===== src/logic/sfs_pkg.sv =====
//------------------------------------------------------------
//------------------------------------------------------------
package sfs_pkg;
  // timebase
  localparam int unsigned CLK_HZ = 10_000_000;
  localparam int unsigned TICK_US = 1000;
  localparam int unsigned TICK_CYC = CLK_HZ / 1_000_000 * TICK_US;
  // register byte offsets
  localparam logic [7:0] CTRL_OFS = 8'h00;
  localparam logic [7:0] SIMUL_OFS = 8'h04;
  localparam logic [7:0] DELAY_OFS = 8'h08;
  localparam logic [7:0] PULSE_OFS = 8'h0C;
  localparam logic [7:0] STATUS_OFS = 8'h10;
  localparam logic [7:0] LUT_OFS = 8'h40;
  // control fields
  localparam int unsigned DEP_POL_BIT = 0;
  localparam int unsigned IND_POL_BIT = 1;
  localparam int unsigned DLY_OFF_BIT = 2;
  localparam int unsigned EDGE_FALL_BIT = 3;
  localparam int unsigned ERR_REQ_BIT = 4;
  localparam int unsigned SEL_CNT_LSB = 8;
  // reset values
  localparam logic [15:0] CTRL_RST = 16'h0800;
  localparam logic [15:0] SIMUL_RST = 16'h01F4;
  localparam logic [15:0] DELAY_RST = 16'h03E8;
  localparam logic [15:0] PULSE_RST = 16'h0064;

  // field contacts, raw or filtered
  typedef struct packed {
    logic [7:0] sel;
    logic ind_b;
    logic ind_a;
    logic dep_b;
    logic dep_a;
    logic stat;
    logic single;
  } sfs_field_t;

  // monitor results
  typedef struct packed {
    logic [3:0] sel_val;
    logic sel_err;
    logic ind_err;
    logic ind_ok;
    logic dep_err;
    logic dep_ok;
    logic stat_ok;
    logic single_err;
    logic single_ok;
  } sfs_mon_t;

  // function results
  typedef struct packed {
    logic start;
    logic pulse;
    logic delay;
    logic nor_out;
    logic or_out;
    logic and_out;
  } sfs_fn_t;

  typedef enum logic [2:0] {
    DP_IDLE = 3'b001,
    DP_SKEW = 3'b010,
    DP_FAIL = 3'b100
  } sfs_dp_st_t;
endpackage


===== src/logic/sfs_top.sv =====
// Local design decisions: the plain strobed port and the address map.
`timescale 1ns/10ps
`default_nettype none
module sfs_top #(
  parameter int unsigned TICK_CYCLES = sfs_pkg::TICK_CYC,
  parameter int unsigned LUT_ENTRIES = 9,
  parameter int unsigned LUT_W = 4
) (
  input wire logic clk_i, // 10 MHz
  input wire logic rst_n_i, // sync reset
  input wire sfs_pkg::sfs_field_t field_i, // raw contacts
  input wire sfs_pkg::sfs_field_t fault_i, // raw per-input faults
  input wire logic module_fault_i, // raw internal fault
  input wire logic [7:0] addr_i, // register address
  input wire logic [15:0] wdata_i, // write data
  input wire logic wr_i, // write strobe
  input wire logic rd_i, // read strobe
  output logic [15:0] rdata_o, // read data
  output sfs_pkg::sfs_mon_t mon_o, // monitor results
  output sfs_pkg::sfs_fn_t safety_o, // safety outputs
  output logic [LUT_W-1:0] lut_o, // converted value out
  output logic error_state_o // module in error
);
  import sfs_pkg::*;

  // refuse sizes that the counters, decode and status word cannot serve
  if (TICK_CYCLES < 1 || LUT_ENTRIES < 1 || LUT_ENTRIES > 16 || LUT_W < 1 || LUT_W > 16) begin : g_param_chk
    $error("sfs_top: unsupported parameters");
  end

  // one-hot position -> 1..8, 0 when not exactly one
  function automatic logic [3:0] pos_value(input logic [7:0] v);
    logic [3:0] r;
    r = 4'h0;
    for (int i = 0; i < 8; i++) begin
      if (v == 8'(1 << i)) begin
        r = 4'(i + 1);
      end
    end
    return r;
  endfunction

  //------------------------------------------------------------
  // input filtering
  //------------------------------------------------------------
  logic [28:0] s1_reg, s2_reg, s3_reg, filt_reg;
  sfs_field_t fin, ffl;
  logic mfault;

  // three stages; accept once stages two and three agree
  always_ff @(posedge clk_i) begin
    if (!rst_n_i) begin
      s1_reg <= '0;
      s2_reg <= '0;
      s3_reg <= '0;
      filt_reg <= '0;
    end else begin
      s1_reg <= {module_fault_i, fault_i, field_i};
      s2_reg <= s1_reg;
      s3_reg <= s2_reg;
      for (int i = 0; i < 29; i++) begin
        if (s2_reg[i] == s3_reg[i]) begin
          filt_reg[i] <= s3_reg[i];
        end
      end
    end
  end
  assign fin = filt_reg[13:0];
  assign ffl = filt_reg[27:14];
  assign mfault = filt_reg[28];

  //------------------------------------------------------------
  // registers
  //------------------------------------------------------------
  logic [15:0] ctrl_reg, simul_reg, delay_reg, pulse_reg;
  logic [LUT_W-1:0] lut_reg [LUT_ENTRIES];
  logic err_reg;
  logic [3:0] sel_cnt;
  assign sel_cnt = ctrl_reg[SEL_CNT_LSB +: 4];
  logic [15:0] lut_ext;
  // status shows only the low four bits of the converted value
  assign lut_ext = 16'(lut_o);

  // software writes; position count clamped to 2..8
  always_ff @(posedge clk_i) begin
    if (!rst_n_i) begin
      ctrl_reg <= CTRL_RST;
      simul_reg <= SIMUL_RST;
      delay_reg <= DELAY_RST;
      pulse_reg <= PULSE_RST;
      for (int i = 0; i < LUT_ENTRIES; i++) begin
        lut_reg[i] <= '0;
      end
    end else if (wr_i) begin
      unique case (addr_i)
        CTRL_OFS: begin
          ctrl_reg <= wdata_i & 16'h0F0F; // error request bit is not stored
          if (wdata_i[11:8] < 4'h2) begin
            ctrl_reg[SEL_CNT_LSB +: 4] <= 4'h2;
          end else if (wdata_i[11:8] > 4'h8) begin
            ctrl_reg[SEL_CNT_LSB +: 4] <= 4'h8;
          end
        end
        SIMUL_OFS: simul_reg <= wdata_i;
        DELAY_OFS: delay_reg <= wdata_i;
        PULSE_OFS: pulse_reg <= wdata_i;
        default: begin
          for (int i = 0; i < LUT_ENTRIES; i++) begin
            if (addr_i == LUT_OFS + 8'(4 * i)) begin
              lut_reg[i] <= wdata_i[LUT_W-1:0];
            end
          end
        end
      endcase
    end
  end

  // read data for one cycle only
  always_ff @(posedge clk_i) begin
    if (!rst_n_i) begin
      rdata_o <= '0;
    end else begin
      rdata_o <= '0;
      if (rd_i) begin
        unique case (addr_i)
          CTRL_OFS: rdata_o <= ctrl_reg;
          SIMUL_OFS: rdata_o <= simul_reg;
          DELAY_OFS: rdata_o <= delay_reg;
          PULSE_OFS: rdata_o <= pulse_reg;
          STATUS_OFS: rdata_o <= 16'({1'b0, err_reg, 2'b00, lut_ext[3:0], safety_o});
          default: begin
            for (int i = 0; i < LUT_ENTRIES; i++) begin
              if (addr_i == LUT_OFS + 8'(4 * i)) begin
                rdata_o <= 16'(lut_reg[i]);
              end
            end
          end
        endcase
      end
    end
  end

  //------------------------------------------------------------
  // error state and timebase
  //------------------------------------------------------------
  // sticky until reset; only rst_n_i clears it
  always_ff @(posedge clk_i) begin
    if (!rst_n_i) begin
      err_reg <= 1'b0;
    end else if (mfault || (wr_i && addr_i == CTRL_OFS && wdata_i[ERR_REQ_BIT])) begin
      err_reg <= 1'b1;
    end
  end
  assign error_state_o = err_reg;

  logic [$clog2(TICK_CYCLES+1)-1:0] tb_reg;
  logic tick;
  assign tick = (tb_reg == '0);
  // one tick pulse per timebase period
  always_ff @(posedge clk_i) begin
    if (!rst_n_i || tick) begin
      tb_reg <= ($clog2(TICK_CYCLES+1))'(TICK_CYCLES - 1);
    end else begin
      tb_reg <= tb_reg - 1'b1;
    end
  end

  //------------------------------------------------------------
  // sensor monitors
  //------------------------------------------------------------
  logic dep_na, dep_nb, ind_na, ind_nb, dep_flt, ind_flt;
  logic [7:0] sel_mask, sel_act;
  // safe level per contact: a is always NC, b is NO when polarity set
  assign dep_na = fin.dep_a;
  assign dep_nb = ctrl_reg[DEP_POL_BIT] ? !fin.dep_b : fin.dep_b;
  assign ind_na = fin.ind_a;
  assign ind_nb = ctrl_reg[IND_POL_BIT] ? !fin.ind_b : fin.ind_b;
  assign dep_flt = ffl.dep_a | ffl.dep_b;
  assign ind_flt = ffl.ind_a | ffl.ind_b;
  assign sel_mask = 8'((9'h001 << sel_cnt) - 9'h001);
  assign sel_act = fin.sel & sel_mask;

  sfs_dp_st_t dp_reg;
  logic [15:0] skew_reg;
  // skew watch: both must reach the same level within the limit
  always_ff @(posedge clk_i) begin
    if (!rst_n_i) begin
      dp_reg <= DP_IDLE;
      skew_reg <= '0;
    end else if (!err_reg) begin
      unique case (dp_reg)
        DP_IDLE: begin
          skew_reg <= '0;
          if (dep_na != dep_nb) begin
            dp_reg <= DP_SKEW;
          end
        end
        DP_SKEW: begin
          if (dep_na == dep_nb) begin
            dp_reg <= DP_IDLE;
          end else if (tick && skew_reg >= simul_reg) begin
            dp_reg <= DP_FAIL;
          end else if (tick) begin
            skew_reg <= skew_reg + 16'h0001;
          end
        end
        DP_FAIL: begin
          if (!dep_na && !dep_nb) begin
            dp_reg <= DP_IDLE; // cleared once both leave safe state
          end
        end
        default: dp_reg <= DP_FAIL;
      endcase
    end
  end

  // monitor outputs, frozen in error state
  always_ff @(posedge clk_i) begin
    if (!rst_n_i) begin
      mon_o <= '0;
    end else if (!err_reg) begin
      mon_o.single_ok <= fin.single && !ffl.single;
      mon_o.single_err <= ffl.single;
      mon_o.stat_ok <= fin.stat;
      mon_o.dep_ok <= dep_na && dep_nb && !dep_flt && dp_reg != DP_FAIL;
      mon_o.dep_err <= dep_flt || dp_reg == DP_FAIL;
      mon_o.ind_ok <= ind_na && ind_nb && !ind_flt;
      mon_o.ind_err <= ind_flt;
      mon_o.sel_err <= pos_value(sel_act) == 4'h0 || |(ffl.sel & sel_mask);
      mon_o.sel_val <= |(ffl.sel & sel_mask) ? 4'h0 : pos_value(sel_act);
    end
  end

  //------------------------------------------------------------
  // logic functions
  //------------------------------------------------------------
  sfs_fn_t fn_reg;
  logic [3:0] srcs;
  logic [15:0] dcnt_reg, pcnt_reg;
  logic pin_reg, ctl_reg, ctl_edge;
  assign srcs = {mon_o.ind_ok, mon_o.dep_ok, mon_o.stat_ok, mon_o.single_ok};
  assign ctl_edge = ctrl_reg[EDGE_FALL_BIT] ? (ctl_reg && !mon_o.stat_ok)
                                            : (!ctl_reg && mon_o.stat_ok);

  // gates over the four monitor results
  always_ff @(posedge clk_i) begin
    if (!rst_n_i) begin
      fn_reg.and_out <= 1'b0;
      fn_reg.or_out <= 1'b0;
      fn_reg.nor_out <= 1'b0;
    end else if (!err_reg) begin
      fn_reg.and_out <= &srcs;
      fn_reg.or_out <= |srcs;
      fn_reg.nor_out <= ~|srcs;
    end
  end

  // delay on dependent pair result; reversal restarts the count
  always_ff @(posedge clk_i) begin
    if (!rst_n_i) begin
      fn_reg.delay <= 1'b0;
      dcnt_reg <= '0;
    end else if (!err_reg) begin
      if (mon_o.dep_ok == fn_reg.delay) begin
        dcnt_reg <= '0;
      end else if (!ctrl_reg[DLY_OFF_BIT] && !mon_o.dep_ok) begin
        fn_reg.delay <= 1'b0;
        dcnt_reg <= '0;
      end else if (ctrl_reg[DLY_OFF_BIT] && mon_o.dep_ok) begin
        fn_reg.delay <= 1'b1;
        dcnt_reg <= '0;
      end else if (dcnt_reg >= delay_reg) begin
        fn_reg.delay <= mon_o.dep_ok;
        dcnt_reg <= '0;
      end else if (tick) begin
        dcnt_reg <= dcnt_reg + 16'h0001;
      end
    end
  end

  // pulse on falling edge of single contact result
  always_ff @(posedge clk_i) begin
    if (!rst_n_i) begin
      fn_reg.pulse <= 1'b0;
      pcnt_reg <= '0;
      pin_reg <= 1'b0;
    end else if (!err_reg) begin
      pin_reg <= mon_o.single_ok;
      if (pin_reg && !mon_o.single_ok) begin
        fn_reg.pulse <= 1'b1;
        pcnt_reg <= '0;
      end else if (fn_reg.pulse && pcnt_reg >= pulse_reg) begin
        fn_reg.pulse <= 1'b0;
      end else if (fn_reg.pulse && tick) begin
        pcnt_reg <= pcnt_reg + 16'h0001;
      end
    end
  end

  // start: main is independent pair, control is static monitor
  always_ff @(posedge clk_i) begin
    if (!rst_n_i) begin
      fn_reg.start <= 1'b0;
      ctl_reg <= 1'b0;
    end else if (!err_reg) begin
      ctl_reg <= mon_o.stat_ok;
      if (!mon_o.ind_ok) begin
        fn_reg.start <= 1'b0;
      end else if (ctl_edge) begin
        fn_reg.start <= 1'b1;
      end
    end
  end

  // lookup of selector value
  always_ff @(posedge clk_i) begin
    if (!rst_n_i) begin
      lut_o <= '0;
    end else if (!err_reg) begin
      lut_o <= '0;
      for (int i = 0; i < LUT_ENTRIES; i++) begin
        if (mon_o.sel_val == 4'(i)) begin
          lut_o <= lut_reg[i];
        end
      end
    end
  end

  // safety outputs open in error state
  always_ff @(posedge clk_i) begin
    if (!rst_n_i || err_reg) begin
      safety_o <= '0;
    end else begin
      safety_o <= fn_reg;
    end
  end

  //------------------------------------------------------------
  // checks
  //------------------------------------------------------------
  single_out_a: assert property (@(posedge clk_i) disable iff (!rst_n_i)
    mon_o.single_ok |-> $past(fin.single && !ffl.single))
    else $error("single ok without closed clean contact");
  sel_zero_a: assert property (@(posedge clk_i) disable iff (!rst_n_i)
    mon_o.sel_err |-> mon_o.sel_val == 4'h0)
    else $error("selector value not zero on error");
  and_gate_a: assert property (@(posedge clk_i) disable iff (!rst_n_i)
    !err_reg |=> fn_reg.and_out == &$past(srcs))
    else $error("and output wrong");
  nor_or_a: assert property (@(posedge clk_i) disable iff (!rst_n_i)
    fn_reg.nor_out |-> !fn_reg.or_out)
    else $error("nor and or both high");
  err_open_a: assert property (@(posedge clk_i) disable iff (!rst_n_i)
    err_reg |=> safety_o == '0)
    else $error("safety outputs not open in error");
  pulse_edge_a: assert property (@(posedge clk_i) disable iff (!rst_n_i)
    $rose(fn_reg.pulse) |-> $past(pin_reg && !mon_o.single_ok))
    else $error("pulse without falling edge");
  start_drop_a: assert property (@(posedge clk_i) disable iff (!rst_n_i)
    (!err_reg && !mon_o.ind_ok) |=> !fn_reg.start)
    else $error("start held without main input");
  on_delay_a: assert property (@(posedge clk_i) disable iff (!rst_n_i)
    ($rose(fn_reg.delay) && !$past(ctrl_reg[DLY_OFF_BIT])) |-> $past(mon_o.dep_ok))
    else $error("on-delay rose without input");
  fail_err_a: assert property (@(posedge clk_i) disable iff (!rst_n_i)
    (dp_reg == DP_FAIL && !err_reg) |=> mon_o.dep_err && !mon_o.dep_ok)
    else $error("skew fault not flagged");
  stat_follow_a: assert property (@(posedge clk_i) disable iff (!rst_n_i)
    !err_reg |=> mon_o.stat_ok == $past(fin.stat))
    else $error("static output not following input");
  ind_err_a: assert property (@(posedge clk_i) disable iff (!rst_n_i)
    !err_reg |=> mon_o.ind_err == $past(ind_flt))
    else $error("independent error not following faults");
endmodule // sfs_top
`default_nettype wire


===== config.mk =====
export PLATFORM = sky130hd
export DESIGN_NAME = sfs_top
export DESIGN_NICKNAME = d
export VERILOG_FILES = /design/src/logic/sfs_pkg.sv /design/src/logic/sfs_top.sv
export SDC_FILE = /design/constraint.sdc
export NUM_CORES = 1
export LEC_CHECK = 0
export ABC_AREA = 1
export BUFFER_PORTS_ARGS = -buffer_cell sky130_fd_sc_hd__buf_2
export CAP_MARGIN = 20
export CORE_MARGIN = 2
export CORE_UTILIZATION = 35
export CTS_BUF_LIST = sky130_fd_sc_hd__clkbuf_4 sky130_fd_sc_hd__clkbuf_8
export CTS_CLUSTER_DIAMETER = 60
export CTS_CLUSTER_SIZE = 14
export DETAILED_ROUTE_END_ITERATION = 6
export GPL_ROUTABILITY_DRIVEN = 0
export MAX_ROUTING_LAYER = met4
export PLACE_DENSITY_LB_ADDON = 0.15
export SLEW_MARGIN = 10
export SYNTH_ARGS = -nofsm -noshare
export SYNTH_HDL_FRONTEND = slang
export SYNTH_SLANG_ARGS = --single-unit

===== constraint.sdc =====
create_clock -name clk_i -period 3.35 [get_ports clk_i]
set_input_delay 0.67 -clock clk_i [delete_from_list [all_inputs] [get_ports clk_i]]
set_output_delay 0.67 -clock clk_i [all_outputs]
set_load 0.02 [all_outputs]

## Word-level counts from Yosys, hierarchy flattened

Memories as Yosys holds them, arrays and structs flattened.
Cells that the tools add are included.

| word-level totals | value |
|---|---|
| register bits | 283 |
| RAM bits | 36 |
| logic and storage cells | 340 |
| memories | 1 |

Memories:

| name | words | width | rd ports | clocked after memory_dff | wr ports | line | text |
|---|---|---|---|---|---|---|---|
| lut_reg | 9 | 4 | 9 | 0 | 9 | sfs_top.sv:76 | `logic [LUT_W-1:0] lut_reg [LUT_ENTRIES];` |

| operators by class | value |
|---|---|
| $add $sub $neg | 5 |
| magnitude comparators | 5 |
| equality and inequality tests | 72 |
| shift operators | 1 |
| mux-type cells | 114 |
| bitwise operators | 15 |
| reduce and logical (&&, ||, !) cells | 61 |

Operators with widths:

| operator | number |
|---|---|
| $mux W16 | 19 |
| $mux W4 | 31 |
| $eq A8 B7 Y1 const B | 10 |
| $pmux W16 S5 | 1 |
| $mux W1 | 57 |
| $add A16 B1 Y16 const B | 3 |
| $ge A16 B16 Y1 | 3 |
| $pmux W16 S2 | 1 |
| $eq A1 B1 Y1 | 30 |
| $eq A8 B4 Y1 const B | 3 |
| $logic_and A1 B1 Y1 | 17 |
| $and A8 B8 Y8 | 2 |
| $eq A4 B3 Y1 const B | 4 |
| $eq A8 B3 Y1 const B | 2 |
| $eq A8 B5 Y1 const B | 2 |
| $reduce_and A2 Y1 | 8 |
| $logic_not A1 Y1 | 14 |
| $logic_not A14 Y1 | 1 |
| $sub A14 B1 Y14 const B | 1 |
| $mux W3 | 4 |
| $ne A2 B2 Y1 const B | 6 |
| $or A1 B1 Y1 | 11 |
| $pmux W3 S3 | 1 |
| $eq A4 B2 Y1 const B | 2 |
| other kinds (28) | 40 |

## Logic depth before layout (Yosys ltp)

Gate-level depths: netlist of the first run.

| logic depth | value |
|---|---|
| word-level depth | 16 |
| gate-level depth with buffers | 16 |
| gate-level depth less buffers | 15 |

## Least setup slack after synthesis of the first run

No wires, ideal clock.

| timing | value |
|---|---|
| path type | in2reg |
| start point | in addr_i[4] |
| end point | mem lut_reg[0][0] (data pin) |
| arrival | 1.935 ns |
| required time | 3.186 ns |
| slack | 1.252 ns |
| cell stages on the path | 9 |
| path buffers | 0 |
| cells stage by stage | inv_1 -> or2_2 -> nor2_1 -> nand2_1 -> a211oi_1 -> nor2_1 -> nand3_1 -> nand2_1 -> inv_1 |

RTL lines:

| what | line | text |
|---|---|---|
| start: declaration | sfs_top.sv:14 | `input wire logic [7:0] addr_i,` |
| end: declaration | sfs_top.sv:76 |  |

## Worst setup path in the final report of the first run

| timing | value |
|---|---|
| start point | reg ctrl_reg[9] |
| end point | reg mon_o[10] (netlist bit) |

| between the ends | value |
|---|---|
| cells in the longest elaborated chain, start to end | 11 |

Ends and longest elaborated chain:

| what | line | text |
|---|---|---|
| start: declaration | sfs_top.sv:75 | `logic [15:0] ctrl_reg, simul_reg, delay_reg, pulse_reg;` |
| start signal: assignment | sfs_top.sv:97 | `ctrl_reg <= wdata_i & 16'h0F0F;` |
| $shl A1 B4 Y8 * | sfs_top.sv:180 | `assign sel_mask = 8'((9'h001 << sel_cnt) - 9'h001);` |
| $sub A8 B1 Y8 * | sfs_top.sv:180 |  |
| $and A8 B8 Y8 | sfs_top.sv:181 | `assign sel_act = fin.sel & sel_mask;` |
| $eq A8 B3 Y1 | sfs_top.sv:36 | `if (v == 8'(1 << i)) begin` |
| $mux W4 (6 in a row) | sfs_top.sv:36 |  |
| $mux W4 * | sfs_top.sv:230 | `mon_o.sel_val <= \|(ffl.sel & sel_mask) ? 4'h0 : pos_value(sel_act);` |
| end: declaration | sfs_top.sv:19 | `output sfs_pkg::sfs_mon_t mon_o,` |

Every way passes the cells marked *; elsewhere a longest branch is shown, timed or not.
A chain may end at the register's enable or synchronous reset.

==> metrics.txt, run 1 <==
area taken by multi-input logic gates 6550 um^2; register bit count reported by yosys 316; Max-cap violations 0; final worst slack 821 ps; drt total wl 39.8 mm; Hold Vio Cnt, Final 0; crit path DAT 3030 ps; dpl hpwl 29.4 mm; Primary FF master, synth dfxtp_1; Tmin final 2530 ps; Clock Sinks 316; P&R area growth vs syn 12.4%; Final ANT Viol Nets 0; final net count 2123; CTS buffer count 34; wire length of the first global-routing pass 63.0 mm; grt ovf 0; vias per cell 4.86; initial antenna violation count 0; Worst-path clk slew 90 ps; Post-DP Area 15600 um^2; Syn Inst Count 1915; ys async rst share 0%; clock latency on the worst-skew pair 610 ps; max reg flops 36; Slew HR 53.7%; CTS tree done; total power 7.50 mW; CTS max path bufs 3; CP Max Fanout 10; largest net degree at the start of global routing 144; Post-CTS Setup Inserts 0; Setup-failing EPs final 0; Startpoint Class register; mapped cell area 14600 um^2; IO Count 96; area leader, netlist dfxtp_1; Post-synth EDFFs 36; Highest Clock Rate 395 MHz; crit end category register; Synth cell types 50; dpl ws 537 ps; row count 74; die height 208 um; hold buffer count at cts 0; most frequent cells after synthesis 382 x nand2_1, 281 x inv_1, 280 x dfxtp_1; post-DR wirelength/cell 15.5 um; storage element area 6690 um^2; clock skew 47.2 ps; DRC violations left 0; cell with the most instances after synthesis nand2_1; number of global-route vias before repair 11600; die area 43300 um^2; Pins Over Slew Limit 0; Initial Utilization 35.6%; post-synthesis sequential area ratio 45.9%; Net Count, Synth 2029; Least-Margin Pin Slew 689 ps; All-Layer GR Usage 18.7%; unrepaired setup endpoints after global routing no; proportion of layout cells with a drive suffix above 1 10.8%; Mean Syn Cell Area 7.61 um^2; Worst VDD drop 0.232 mV; LEAKAGE 7.27 nW; Hold Slack 255 ps; port bufs 94; starting DRC count in detailed routing 973; CP required 3850 ps; status complete, no violations; via count 12453; largest cells by area after synthesis dfxtp_1 38%, nand2_1 9.8%, edfxtp_1 7.4%, inv_1 7.2%, nor2_1 5.4%; crit share post-route 75.5%; post-CTS sizing 0; root buffer cell clkbuf_8; diode count 0; total core area 40900 um^2; H-tree levels 2; die width 208 um; Final Instance Area 16400 um^2; Warnings, synthesis 0; share of the synthesized area in the top cell type 38.5%; Setup Crit Path Kind reg2reg; setup TNS 0 ps; # fillers 4303; first drt pass iteration count 6; Power Density 458 nW/um^2; min-delay worst type in2reg
## metrics by stage
stage / utilization [%] / std cells
floorplan: - / 1915
global placement: 38.2 / 2505
detailed placement: 38.2 / 2505
CTS: 40.0 / 2561
global route: 40.0 / 2561
finish: 40.0 / 2561
## cell families after synthesis
| family | count (synthesis) | share of synthesized area, % |
|---|---|---|
| and+or+nand+nor | 804 | 24.1 |
| xor gates and xnor gates | 42 | 2.52 |
| AOI/OAI and AO/OA | 351 | 13.4 |
| buffers and inverters | 345 | 9.13 |
| adders and majority gates | 57 | 4.90 |
| DFF | 316 | 45.9 |
## path summary, 6_finish.rpt
check              startpoint   endpoint  slack [ps]  depth (start not counted)
setup / recovery  ctrl_reg[9]  mon_o[10]         820                         10
hold / removal     field_i[6]  s1_reg[6]         250                          3
setup reg to reg  ctrl_reg[9]  mon_o[10]         820                         10
hold reg to reg     tb_reg[0]  tb_reg[0]         400                          1
## final cells by class
| class | count | share of cell area [%] |
|---|---|---|
| flip-flops and latches | 316 | 40.8 |
| clock buffers | 40 | 3.21 |
| repair buffers | 113 | 3.86 |
| well taps | 532 | 4.07 |
| clock inverters | 16 | 1.36 |
| inverters | 290 | 6.65 |
| multi-input cells | 1254 | 40.0 |
## placed cells by master (no fill, tap or decap), types with 7 or more instances in the layout
cell / count
a21oi_1: 143
a221oi_1: 8
a22oi_1: 7
buf_2: 93
buf_4: 18
clkbuf_8: 36
dfxtp_1: 280
edfxtp_1: 36
ha_1: 57
inv_1: 281
nand2_1: 382
nand2_2: 7
nand3_1: 99
nand4_1: 25
nor2_1: 208
nor2_2: 7
nor2_4: 7
nor3_1: 31
nor4_1: 13
o211ai_1: 16
o21ai_0: 125
o22ai_1: 25
xnor2_1: 10
xor2_1: 32
## worst max-delay path, cell delays in order, from the launching register on
cell and delay (ps):
dfxtp_1 610, nor2_1 110, nand2_1 180, ha_1 260, nand4_1 180, and3_1 220
nor2_1 90, nand3_1 110, nor2_1 310, nand4_1 230, o21ai_0 120
## routing by layer
layer	up-vias	GRT usage, %	share of wire, %
met5	-	-	0
met4	0	4.89	2.3
met3	61	3.47	5.2
met2	286	29.5	45
met1	5695	24.8	47
li1	6411	-	-
## power by group
| part | leakage, nW | total, mW | switching [mW] | internal [mW] |
|---|---|---|---|---|
| clock | 0.368 | 2.89 | 1.50 | 1.39 |
| combinational | 4.29 | 0.610 | 0.431 | 0.178 |
| sequential | 2.62 | 4.00 | 0.0736 | 3.93 |
| total | 7.27 | 7.50 | 2.00 | 5.50 |
(Power assumes the default switching activity.)
==> run 2, diff against run 1 <==
ABC_AREA = 0   (was 1)
clock period = 2.3 ns   (was 3.35 ns; I/O delays follow)
==> metrics.txt, run 2 <==
status finished with violations; violated checks negative setup slack; top sig layer met4; R2R setup slack -140 ps; most frequent cells after synthesis 280 x dfxtp_1, 211 x nand2_1, 105 x and2_1; clock latency on the worst-skew pair 610 ps; total power 10.4 mW; proportion of layout cells with a drive suffix above 1 25.8%; dpl hpwl 29.5 mm; CTS buffer count 34; Net Count, Synth 1654; crit end category register; CTS max path bufs 3; Startpoint Class register; vias per cell 5.12; mapped cell area 14100 um^2; Switch Pwr 2.68 mW; Setup crit start simul_reg[5]; CP Max Fanout 4; diode count 0; post-DR wirelength/cell 17.0 um; # fillers 3882; post-synthesis sequential area ratio 47.4%; largest net degree at the start of global routing 164; mux cell area share after synthesis 1.93%; via count 12044; switch share 25.7%; Worst VDD drop 0.415 mV; setup TNS -2130 ps; Clock Sinks 316; min-delay worst type in2reg; Max-cap violations 0; Largest stage delay, worst path 550 ps; CP cell instances inv_2, ha_4, a2111oi_4, o21ai_1, a211oi_2, buf_4, o2111ai_2, or4_1, a21oi_2; Synth Area in Adders 5.05%; crit share post-route 106%; Least-Margin Pin Slew 676 ps; final net count 1921; Syn Inst Count 1540; Post-Synth Simple-Gate Area 21.4%; Post-synth EDFFs 36; wire length of the first global-routing pass 62.9 mm; Primary FF master, synth dfxtp_1; starting DRC count in detailed routing 893; DRC violations left 0; register bit count reported by yosys 316; largest cells by area after synthesis dfxtp_1 40%, edfxtp_1 7.7%, nand2_1 5.6%, ha_1 5.1%, and2_1 4.7%; Power Density 586 nW/um^2; crit path DAT 2950 ps; P&R area growth vs syn 26.0%; number of global-route vias before repair 11691; storage element area 6720 um^2; share of the synthesized area in the top cell type 39.7%; clock skew 44.9 ps; max reg flops 36; All-Layer GR Usage 19.7%; Worst-path clk slew 90 ps; row count 73; root buffer cell clkbuf_8; area leader, netlist dfxtp_1; cell with the most instances after synthesis dfxtp_1; H-tree levels 2; die height 205 um; met2 wire len 18.1 mm; Pins Over Slew Limit 0; Warnings, synthesis 0; RR Endpoint skew_reg[15]; Setup-failing EPs final 39; total core area 39700 um^2; Met1 Routed Length 18.6 mm; unrepaired setup endpoints after global routing yes; Synth cell types 75; LEAKAGE 6.96 nW; most common cell after layout, fill and taps aside dfxtp_1; Reg-to-Reg Start simul_reg[5]; Hold Vio Cnt, Final 0; P_int 7.74 mW; die area 42000 um^2; Slew HR 54.5%; clock share of power 37.0%; Mean Syn Cell Area 9.17 um^2; drt total wl 40.0 mm; final worst slack -142 ps; port bufs 94; initial antenna violation count 0; Synth Area in XOR/XNOR 1.30%; met3 WL post-DR 2.01 mm; Setup Crit Path Kind reg2reg; grt ovf 0; sequential share of power 55.7%; commonest non-fill, non-tap cells in the layout 261 x dfxtp_1, 209 x nand2_1, 195 x buf_4, 105 x and2_1; first drt pass iteration count 7; Tmin final 2440 ps; CP max-delay cell or4_1; Highest Clock Rate 410 MHz; Comb power frac 7.3%; Initial Utilization 35.5%; area taken by multi-input logic gates 7260 um^2; hold buffer count at cts 0; Final ANT Viol Nets 0; Compound-Gate Fraction of Synth Area 18.9%; capture point of the worst path skew_reg[15]; CP required 2800 ps; Worst Reg2Reg Path Length in Cells 9; largest family of logic cells by synthesized area simple AND/OR/NAND/NOR gates; ys async rst share 0%; CTS tree done; die width 205 um; IO Count 96
==> run 2: cell types whose count changed after synthesis, sizes merged, moves of 24 or more <==
| cell | change |
|---|---|
| or3 | +27 |
| clkbuf | +32 |
| a21boi | +68 |
| nand3 | -64 |
| o21ai | -29 |
| and2 | +107 |
| nor2b | +24 |
| inv | -214 |
| a21oi | -78 |
| and3 | +27 |
| nor2 | -158 |
| nand2 | -181 |
==> run 2: metrics by stage <==
stage | cells | setup WS, ps | instance area, um^2 | util, % | hold slack (ps)
2_1_floorplan | 1540 | -40.4 | 14300 | - | 380
3_3_place_gp | 2283 | -156 | 16700 | 42.1 | 415
3_5_place_dp | 2283 | -178 | 16700 | 42.1 | 417
4_1_cts | 2342 | -114 | 17500 | 44.1 | 20.7
5_1_grt | 2352 | -258 | 17800 | 44.8 | 46.0
6_report | 2352 | -142 | 17800 | 44.8 | 73.5
==> run 2: worst min-delay path by stage <==
stage	startpoint	end	slack, ps	cells past startpoint
floorplan	tb_reg[0]	tb_reg[0]	380	1
global placement	s1_reg[19]	s2_reg[19]	420	1
detailed placement	s1_reg[10]	s2_reg[10]	420	1
CTS	fault_i[2]	s1_reg[16]	20	2
global route	fault_i[8]	s1_reg[22]	50	2
finish	fault_i[7]	s1_reg[21]	70	2
==> run 2: layer usage <==
| metal | track usage, % | vias to the layer above |
|---|---|---|
| met5 | - | - |
| met4 | 6.94 | 0 |
| met3 | 3.07 | 77 |
| met2 | 30.9 | 278 |
| met1 | 25.8 | 5666 |
| li1 | - | 6023 |
==> run 2: logic make-up (layout without fill, tap and decap cells) <==
group / after synthesis / after routing
compound gates: 391 / 391
fa+ha+maj: 57 / 57
buf+inv: 147 / 433
xor+xnor: 21 / 21
flops: 316 / 316
mux: 21 / 21
simple gates: 587 / 588
==> run 2: repair_timing <==
| item | in CTS | in global routing |
|---|---|---|
| gates resized for setup | 33 | 48 |
| cloned | 1 | 1 |
| endpoints found under the setup margin | 49 | 55 |
| pin swaps | 26 | 29 |
| setup buffers | 2 | 9 |
==> run 2: final cells by class <==
type / count / share of cell area (%)
Clock buffer: 40 / 2.95
Clock inverter: 16 / 0.879
Inverter: 72 / 1.52
Multi-Input combinational cell: 1078 / 40.8
Sequential cell: 316 / 37.8
Tap cell: 525 / 3.69
Timing Repair Buffer: 305 / 12.4
==> run 2: critical path, delay by kind of cell (launching register included) <==
kind / cells / cell delay (ps)
adder cells (fa/ha/maj): 1 / 230
flip-flops: 1 / 340
AND/OR/NAND/NOR: 1 / 550
AO/OA/AOI/OAI: 5 / 1010
buffers and inverters: 2 / 230
==> run 2: power groups by stage <==
stage	sequential, mW	combinational [mW]	clock [mW]
2_1_floorplan	5.90	0.434	0
3_3_place_gp	5.93	0.719	0
3_5_place_dp	5.94	0.724	0
4_1_cts	5.81	0.757	4.03
5_1_grt	5.83	0.837	4.24
6_report	5.81	0.761	3.86
